**src/rtl/fpa_pkg.sv**
```systemverilog
// Purpose: constants and carriers for the fan channel two source arbiter
// Assumes: 8-bit register port inside the chip, 4-bit duty codes
// Notes:   code 4'hf is the full 100% duty level
package fpa_pkg;

  localparam int unsigned CODE_W = 4;
  localparam int unsigned NUM_SRC = 8;

  // register offsets
  localparam logic [7:0] SOURCE_SELECT_ADDR   = 8'h00_cc;
  localparam logic [7:0] OVERRIDE_LOCK_ADDR   = 8'h00_cd;
  localparam logic [7:0] SOURCE_SELECT_RESET  = 8'h00_00;
  localparam logic [7:0] OVERRIDE_LOCK_RESET  = 8'h00_00;

  // source-select bit positions
  localparam int unsigned BIND_ZONE_TABLE_ONE      = 0;
  localparam int unsigned BIND_ZONE_TABLE_FOUR     = 3;
  localparam int unsigned BIND_CPU1_THERMAL_ALERT  = 4;
  localparam int unsigned BIND_CPU2_THERMAL_ALERT  = 5;
  localparam int unsigned BIND_REGULATOR1_OVERTEMP = 6;
  localparam int unsigned BIND_REGULATOR2_OVERTEMP = 7;

  // override-and-lock bit positions
  localparam int unsigned MANUAL_DUTY_FORCE     = 0;
  localparam int unsigned OUTPUT_POLARITY_FLIP  = 1;
  localparam int unsigned HOT_EVENT_HOLD_ENABLE = 2;
  localparam int unsigned HOT_EVENT_FULL_HOLD   = 3;
  localparam int unsigned MANUAL_DUTY_LEVEL_LO  = 4;
  localparam int unsigned MANUAL_DUTY_LEVEL_HI  = 7;

  localparam logic [3:0] DUTY_FULL = 4'h000f;
  localparam logic [3:0] DUTY_ZERO = 4'h0000;

  typedef struct packed {
    logic       wr_en;
    logic [7:0] addr;
    logic [7:0] data;
  } fpa_reg_wr_s;

  typedef struct packed {
    logic       rd_en;
    logic [7:0] addr;
  } fpa_reg_rd_s;

endpackage

```
**src/rtl/fpa_source_arbiter.sv**
```systemverilog
// Purpose: source binding, largest-duty arbitration, manual override,
//          hot-event hold and polarity for fan drive channel two
// Assumes: table, ramp and spin-up requests come from neighbouring blocks;
//          all inputs synchronous to ref_clk_i
// Notes:   pin waveform uses a 16-step phase advanced by pwm_step_tick_i
//
// How it works
// - source-select bits 0..3 bind the channel to zone tables one to four.
// - bits 4 and 5 bind the channel to cpu thermal alerts one and two.
// - bits 6 and 7 bind the channel to regulator overtemp inputs.
// - bound zone tables request duty via their table lookup code.
// - bound alert and overtemp inputs request duty via ramp codes.
// - channel uses the largest duty requested among bound sources.
// - control-2 bit 0 enables the manual duty override.
// - polarity bit clear gives high at full duty, set gives low.
// - hold status sets on bound cpu alert only while hold enable set.
// - channel stays at full duty while hold status is set.
// - software writes zero to clear hold; channel returns to sources.
// - hold status stays writable while configuration freeze is set.
// - manual level field 7:4 competes with the bound sources as a duty request under override.
// - reading the level field returns the duty code in use.
// - level field reads zero while spin-up is active.
// - duty change from zero to non-zero starts the spin-up sequence.
`timescale 1ns/100ps
`default_nettype none

module fpa_source_arbiter #(
  parameter int unsigned CODE_W = fpa_pkg::CODE_W
) (
  input  wire logic                  ref_clk_i,
  input  wire logic                  rst_b_i,
  input  wire fpa_pkg::fpa_reg_wr_s  reg_wr_i,
  input  wire fpa_pkg::fpa_reg_rd_s  reg_rd_i,
  output logic [7:0]                 reg_rd_data_o,
  output logic                       reg_rd_hit_o,
  input  wire logic                  config_freeze_i,
  input  wire logic [CODE_W-1:0]     zone_table_duty_i [4],
  input  wire logic [CODE_W-1:0]     cpu1_ramp_duty_i,
  input  wire logic [CODE_W-1:0]     cpu2_ramp_duty_i,
  input  wire logic [CODE_W-1:0]     regulator1_ramp_duty_i,
  input  wire logic [CODE_W-1:0]     regulator2_ramp_duty_i,
  input  wire logic                  cpu1_thermal_alert_in_b_i,
  input  wire logic                  cpu2_thermal_alert_in_b_i,
  input  wire logic                  spin_up_active_i,
  input  wire logic [CODE_W-1:0]     spin_up_duty_i,
  input  wire logic                  pwm_step_tick_i,
  output logic                       spin_up_start_o,
  output logic [CODE_W-1:0]          duty_in_use_o,
  output logic                       fan_drive_channel_two_o
);

  function automatic logic [CODE_W-1:0] larger(input logic [CODE_W-1:0] a,
                                               input logic [CODE_W-1:0] b);
    larger = (a > b) ? a : b;
  endfunction

  // one-hot decode shared by the write and read paths
  function automatic logic [1:0] reg_decode(input logic [7:0] addr);
    reg_decode = 2'b00;
    if (addr == fpa_pkg::SOURCE_SELECT_ADDR) begin
      reg_decode = 2'b01;
    end else if (addr == fpa_pkg::OVERRIDE_LOCK_ADDR) begin
      reg_decode = 2'b10;
    end
  endfunction

  logic [7:0]        source_select_reg;
  logic              manual_duty_force_reg;
  logic              output_polarity_flip_reg;
  logic              hot_event_hold_enable_reg;
  logic              hot_event_full_hold_reg;
  logic              hot_event_full_hold_next;
  logic [CODE_W-1:0] manual_duty_level_reg;
  logic [CODE_W-1:0] duty_in_use_reg;
  logic [CODE_W-1:0] duty_in_use_next;
  logic [CODE_W-1:0] phase_reg;
  logic              spin_up_start_reg;
  logic              drive_reg;
  logic [7:0]        rd_data_reg;
  logic              rd_hit_reg;

  wire [1:0] wr_dec = reg_decode(reg_wr_i.addr);
  wire [1:0] rd_dec = reg_decode(reg_rd_i.addr);
  wire wr_select = reg_wr_i.wr_en && wr_dec[0];
  wire wr_ctrl   = reg_wr_i.wr_en && wr_dec[1];
  // freeze guards configuration but never the hold status bit
  wire wr_select_ok = wr_select && !config_freeze_i;
  wire wr_ctrl_ok   = wr_ctrl && !config_freeze_i;
  wire hold_clear   = wr_ctrl && !reg_wr_i.data[fpa_pkg::HOT_EVENT_FULL_HOLD];

  // source request codes in source-select bit order
  logic [CODE_W-1:0] src_req    [fpa_pkg::NUM_SRC];
  logic [CODE_W-1:0] src_masked [fpa_pkg::NUM_SRC];

  assign src_req[0] = zone_table_duty_i[0];
  assign src_req[1] = zone_table_duty_i[1];
  assign src_req[2] = zone_table_duty_i[2];
  assign src_req[3] = zone_table_duty_i[3];
  assign src_req[fpa_pkg::BIND_CPU1_THERMAL_ALERT]  = cpu1_ramp_duty_i;
  assign src_req[fpa_pkg::BIND_CPU2_THERMAL_ALERT]  = cpu2_ramp_duty_i;
  assign src_req[fpa_pkg::BIND_REGULATOR1_OVERTEMP] = regulator1_ramp_duty_i;
  assign src_req[fpa_pkg::BIND_REGULATOR2_OVERTEMP] = regulator2_ramp_duty_i;

  // unbound sources request zero so they cannot win the compare
  genvar gi;
  generate
    for (gi = 0; gi < fpa_pkg::NUM_SRC; gi++) begin : g_bind
      assign src_masked[gi] = source_select_reg[gi] ? src_req[gi] : '0;
    end
  endgenerate

  logic [CODE_W-1:0] src_max;
  always_comb begin
    src_max = '0;
    for (int i = 0; i < fpa_pkg::NUM_SRC; i++) begin
      src_max = larger(src_max, src_masked[i]);
    end
  end

  // manual level competes with the sources rather than replacing them
  wire [CODE_W-1:0] with_manual =
    manual_duty_force_reg ? larger(src_max, manual_duty_level_reg) : src_max;

  wire cpu_alert_event =
    (source_select_reg[fpa_pkg::BIND_CPU1_THERMAL_ALERT] && !cpu1_thermal_alert_in_b_i) ||
    (source_select_reg[fpa_pkg::BIND_CPU2_THERMAL_ALERT] && !cpu2_thermal_alert_in_b_i);

  // set wins over a clearing write in the same cycle
  always_comb begin
    hot_event_full_hold_next = hot_event_full_hold_reg;
    if (hold_clear) begin
      hot_event_full_hold_next = 1'b0;
    end
    if (hot_event_hold_enable_reg && cpu_alert_event) begin
      hot_event_full_hold_next = 1'b1;
    end
  end

  always_comb begin
    if (hot_event_full_hold_reg) begin
      duty_in_use_next = fpa_pkg::DUTY_FULL;
    end else if (spin_up_active_i) begin
      duty_in_use_next = larger(spin_up_duty_i, with_manual);
    end else begin
      duty_in_use_next = with_manual;
    end
  end

  wire start_spin = (duty_in_use_reg == '0) && (duty_in_use_next != '0);

  // 16-step pin waveform; the full code is held solid, never a glitch
  wire duty_high = (duty_in_use_reg == fpa_pkg::DUTY_FULL) || (phase_reg < duty_in_use_reg);

  wire [CODE_W-1:0] level_readback = spin_up_active_i ? '0 : duty_in_use_reg;
  wire [7:0] ctrl_readback = {level_readback, hot_event_full_hold_reg,
                              hot_event_hold_enable_reg, output_polarity_flip_reg,
                              manual_duty_force_reg};
  wire rd_select = rd_dec[0];
  wire rd_ctrl   = rd_dec[1];
  wire [7:0] rd_mux = rd_select ? source_select_reg : (rd_ctrl ? ctrl_readback : 8'h00_00);

  always_ff @(posedge ref_clk_i or negedge rst_b_i) begin
    if (!rst_b_i) begin
      source_select_reg <= fpa_pkg::SOURCE_SELECT_RESET;
    end else if (wr_select_ok) begin
      source_select_reg <= reg_wr_i.data;
    end
  end

  always_ff @(posedge ref_clk_i or negedge rst_b_i) begin
    if (!rst_b_i) begin
      manual_duty_force_reg <= fpa_pkg::OVERRIDE_LOCK_RESET[fpa_pkg::MANUAL_DUTY_FORCE];
    end else if (wr_ctrl_ok) begin
      manual_duty_force_reg <= reg_wr_i.data[fpa_pkg::MANUAL_DUTY_FORCE];
    end
  end

  always_ff @(posedge ref_clk_i or negedge rst_b_i) begin
    if (!rst_b_i) begin
      output_polarity_flip_reg <= fpa_pkg::OVERRIDE_LOCK_RESET[fpa_pkg::OUTPUT_POLARITY_FLIP];
    end else if (wr_ctrl_ok) begin
      output_polarity_flip_reg <= reg_wr_i.data[fpa_pkg::OUTPUT_POLARITY_FLIP];
    end
  end

  always_ff @(posedge ref_clk_i or negedge rst_b_i) begin
    if (!rst_b_i) begin
      hot_event_hold_enable_reg <= fpa_pkg::OVERRIDE_LOCK_RESET[fpa_pkg::HOT_EVENT_HOLD_ENABLE];
    end else if (wr_ctrl_ok) begin
      hot_event_hold_enable_reg <= reg_wr_i.data[fpa_pkg::HOT_EVENT_HOLD_ENABLE];
    end
  end

  always_ff @(posedge ref_clk_i or negedge rst_b_i) begin
    if (!rst_b_i) begin
      manual_duty_level_reg <= fpa_pkg::OVERRIDE_LOCK_RESET[fpa_pkg::MANUAL_DUTY_LEVEL_HI:
                                                            fpa_pkg::MANUAL_DUTY_LEVEL_LO];
    end else if (wr_ctrl_ok) begin
      manual_duty_level_reg <= reg_wr_i.data[fpa_pkg::MANUAL_DUTY_LEVEL_HI:
                                             fpa_pkg::MANUAL_DUTY_LEVEL_LO];
    end
  end

  always_ff @(posedge ref_clk_i or negedge rst_b_i) begin
    if (!rst_b_i) begin
      hot_event_full_hold_reg <= fpa_pkg::OVERRIDE_LOCK_RESET[fpa_pkg::HOT_EVENT_FULL_HOLD];
      duty_in_use_reg         <= '0;
      spin_up_start_reg       <= 1'b0;
    end else begin
      hot_event_full_hold_reg <= hot_event_full_hold_next;
      duty_in_use_reg         <= duty_in_use_next;
      spin_up_start_reg       <= start_spin;
    end
  end

  always_ff @(posedge ref_clk_i or negedge rst_b_i) begin
    if (!rst_b_i) begin
      phase_reg <= '0;
    end else if (pwm_step_tick_i) begin
      phase_reg <= phase_reg + 1'b1;
    end
  end

  always_ff @(posedge ref_clk_i or negedge rst_b_i) begin
    if (!rst_b_i) begin
      drive_reg <= 1'b0;
    end else begin
      drive_reg <= duty_high ^ output_polarity_flip_reg;
    end
  end

  always_ff @(posedge ref_clk_i or negedge rst_b_i) begin
    if (!rst_b_i) begin
      rd_data_reg <= 8'h00_00;
      rd_hit_reg  <= 1'b0;
    end else begin
      rd_data_reg <= reg_rd_i.rd_en ? rd_mux : 8'h00_00;
      rd_hit_reg  <= reg_rd_i.rd_en && (rd_select || rd_ctrl);
    end
  end

  assign reg_rd_data_o           = rd_data_reg;
  assign reg_rd_hit_o            = rd_hit_reg;
  assign spin_up_start_o         = spin_up_start_reg;
  assign duty_in_use_o           = duty_in_use_reg;
  assign fan_drive_channel_two_o = drive_reg;

endmodule
`default_nettype wire

```
**config.mk**
```make
export PLATFORM = sky130hd
export DESIGN_NAME = fpa_source_arbiter
export DESIGN_NICKNAME = d
export VERILOG_FILES = /design/src/rtl/fpa_pkg.sv /design/src/rtl/fpa_source_arbiter.sv
export SDC_FILE = /design/constraint.sdc
export NUM_CORES = 1
export LEC_CHECK = 0
export ABC_AREA = 1
export BUFFER_PORTS_ARGS = -buffer_cell sky130_fd_sc_hd__buf_2
export CAP_MARGIN = 15
export CORE_ASPECT_RATIO = 0.8
export CORE_MARGIN = 2
export CORE_UTILIZATION = 54
export DETAILED_ROUTE_END_ITERATION = 10
export PLACE_DENSITY = 0.77
export SYNTH_ARGS = -nofsm -noshare
export SYNTH_HDL_FRONTEND = slang
export SYNTH_SLANG_ARGS = --single-unit
```
**constraint.sdc**
```tcl
create_clock -name ref_clk_i -period 10.8 [get_ports ref_clk_i]
set_input_delay 0.54 -clock ref_clk_i [delete_from_list [all_inputs] [get_ports ref_clk_i]]
set_output_delay 0.54 -clock ref_clk_i [all_outputs]
set_load 0.005 [all_outputs]
```
==> flow_metrics.env <==
export IMPL_critPathKind="register to register"
export IMPL_drt_wl_total_um=7370
export IMPL_ys_types=34
export IMPL_area_delta_synth_final_pct=18.3
export IMPL_critPathSlowestCell="dfrtp_1"
export IMPL_cts_buffers=5
export IMPL_clkSinkCount=35
export IMPL_fp_dieW_um=91.9
export IMPL_port_buffers=83
export IMPL_drt_iter0_drc=117
export IMPL_antenna_found_initial=0
export IMPL_ctsLongestPathBuffers=2
export IMPL_status="finished clean"
export IMPL_start_util=0.561
export IMPL_critical_path_peak_fanout=8
export IMPL_cts_root_buf="clkbuf_8"
export IMPL_final_layout_size_suffix_gt1_frac=0.278
export IMPL_grt_usage=0.224
export IMPL_postRouteAntennaNets=0
export IMPL_period_minus_slack_ns=9.89
export IMPL_grt_ovfl_total=0
export IMPL_synth_nets=578
export IMPL_end_kind="register"
export IMPL_synth_area_per_cell_um2=6.94
export IMPL_finalCritPeriodShare=0.916
export IMPL_dp_hpwl_um=6220
export IMPL_die_h_um=74.3
export IMPL_hold_viol=0
export IMPL_maxCapViolations=0
export IMPL_max_freq_mhz=101
export IMPL_post_drt_via_cell_ratio=5.00
export IMPL_fin_ws_ns=0.911
export IMPL_min_path_type="primary input to async pin"
export IMPL_rr_worst_depth=76
export IMPL_top_level_ports=84
export IMPL_grt_max_degree=36
export IMPL_num_nets_final=665
export IMPL_place_congestion=0.893
export IMPL_synth_warning_count=0
export IMPL_die_area_um2=6830
export IMPL_rows=25
export IMPL_fillers=548
export IMPL_holdWs_ns=0.322
export IMPL_drt_first_pass_iters=4
export IMPL_cts_tree="yes"
export IMPL_slew_violations=0
export IMPL_dr_total_vias=3252
export IMPL_rrSetupSlack_ns=0.91
export IMPL_drcViolationCount=0
export IMPL_worst_slew_pin_slew_ns=0.748
export IMPL_coreArea_um2=5940
export IMPL_syn_inst=481
export IMPL_grt_first_pass_wirelength_um=12600
export IMPL_htree_levels=2
export IMPL_cpPeakStageDelay_ns=0.45
export IMPL_place_ws_ns=0.487
export IMPL_finalSetupViolCount=0
export IMPL_finClkSkew_ns=0.00376
export IMPL_r2r_start="source_select_reg[0]"
export IMPL_critPathArrivalTime_ns=10.06
export IMPL_clk_latency_ns=0.28
export IMPL_yosysSeqAreaShare=0.262
export IMPL_maxSlewHeadroom=0.502
export IMPL_wl_per_cell_um=11.3
export IMPL_clk_pin_slew_ns=0.07
export IMPL_first_global_vias=3122
export IMPL_finalSetupTns_ns=0
export IMPL_diodes=0
export IMPL_hold_buffers=0
export IMPL_timing_rr_end="spin_up_start_o"
export IMPL_start_kind="register"
export IMPL_synth_seq_cells=35
export IMPL_required_ns=10.98
export IMPL_netlist_area_um2=3340
[critical path, delay by kind of cell (launching register included)]
family | cells | cell delay [ns]
and+or+nand+nor | 40 | 3.64
DFF | 1 | 0.45
adders and majority gates | 9 | 2.71
buffers and inverters | 11 | 0.81
AOI/OAI and AO/OA | 16 | 2.19
[metal layers]
metal,track usage,routed length [µm],up-vias
met3,0.0355,283,4
met2,0.417,3440,70
met5,0,0,-
li1,-,-,1712
met1,0.287,3620,1466
met4,0.0332,20,0
[layout make-up]
class | instances | area (µm²) | area share
multi-input cells | 355 | 2140 | 0.542
flip-flops and latches | 35 | 877 | 0.222
repair buffers | 84 | 420 | 0.106
inverters | 87 | 327 | 0.0827
well taps | 81 | 101 | 0.0257
clock buffers | 7 | 76.3 | 0.0193
clock inverters | 1 | 5.00 | 0.00127
[worst max path at each step]
stage / endpoint / startpoint / slack, ns / cells after the start
6_report: spin_up_start_o / source_select_reg[0] / 0.91 / 76
3_5_place_dp: spin_up_start_o / zone_table_duty_i[15] / 0.49 / 77
4_1_cts: spin_up_start_o / source_select_reg[1] / 0.62 / 75
2_1_floorplan: spin_up_start_o / zone_table_duty_i[15] / 1.64 / 76
5_1_grt: spin_up_start_o / source_select_reg[0] / -0.02 / 76
3_3_place_gp: spin_up_start_o / zone_table_duty_i[15] / 0.90 / 77
[synth_stat cells (all sizes together)]
cell type	instances	area [µm²]
nand3b	9	130
o21ai	22	110
nand2	168	763
nor3	5	25.0
o21bai	4	30.0
nor2	28	165
o21a	5	37.5
a32oi	2	17.5
o211ai	1	7.51
nand4	2	12.5
a41oi	1	8.76
dfrtp	35	876
mux2	2	22.5
a211oi	3	22.5
clkinv	3	11.3
o22ai	1	6.26
xor2	2	17.5
and2	1	6.26
clkbuf	4	15.0
nor4	4	25.0
ha	28	350
xnor2	2	17.5
inv	84	315
a21oi	22	114
nand3	43	230
[placed cells by master (no fill, tap or decap), drive strengths merged, types with 5 or more instances in the layout]
cell,instances
inv,84
nor2,28
ha,28
buf,84
nand3,43
nand3b,9
o21a,5
nor3,5
dfrtp,35
a21oi,22
clkbuf,7
o21ai,22
nand2,168
[stage by stage]
step	instance area [µm²]	std cells	util
global route	3950	650	0.664
global placement	3840	641	0.646
CTS	3920	649	0.660
detailed placement	3840	641	0.646
floorplan	3340	481	-
finish	3950	650	0.664
[timing repair]
item	4_1_cts	5_1_grt
endpoints found under the hold margin	0	0
resized for setup	0	5
endpoints found under the setup margin	0	5
buffers inserted	0	0
[cell families after synthesis]
family	synth area share
AOI/OAI and AO/OA	0.106
DFF	0.262
xor gates and xnor gates	0.0105
muxes	0.00675
adders and majority gates	0.105
buffers and inverters	0.102
and+or+nand+nor	0.407
Power is not shown: default switching activity piles up to over one toggle a cycle in this logic, so the estimate is an artifact.
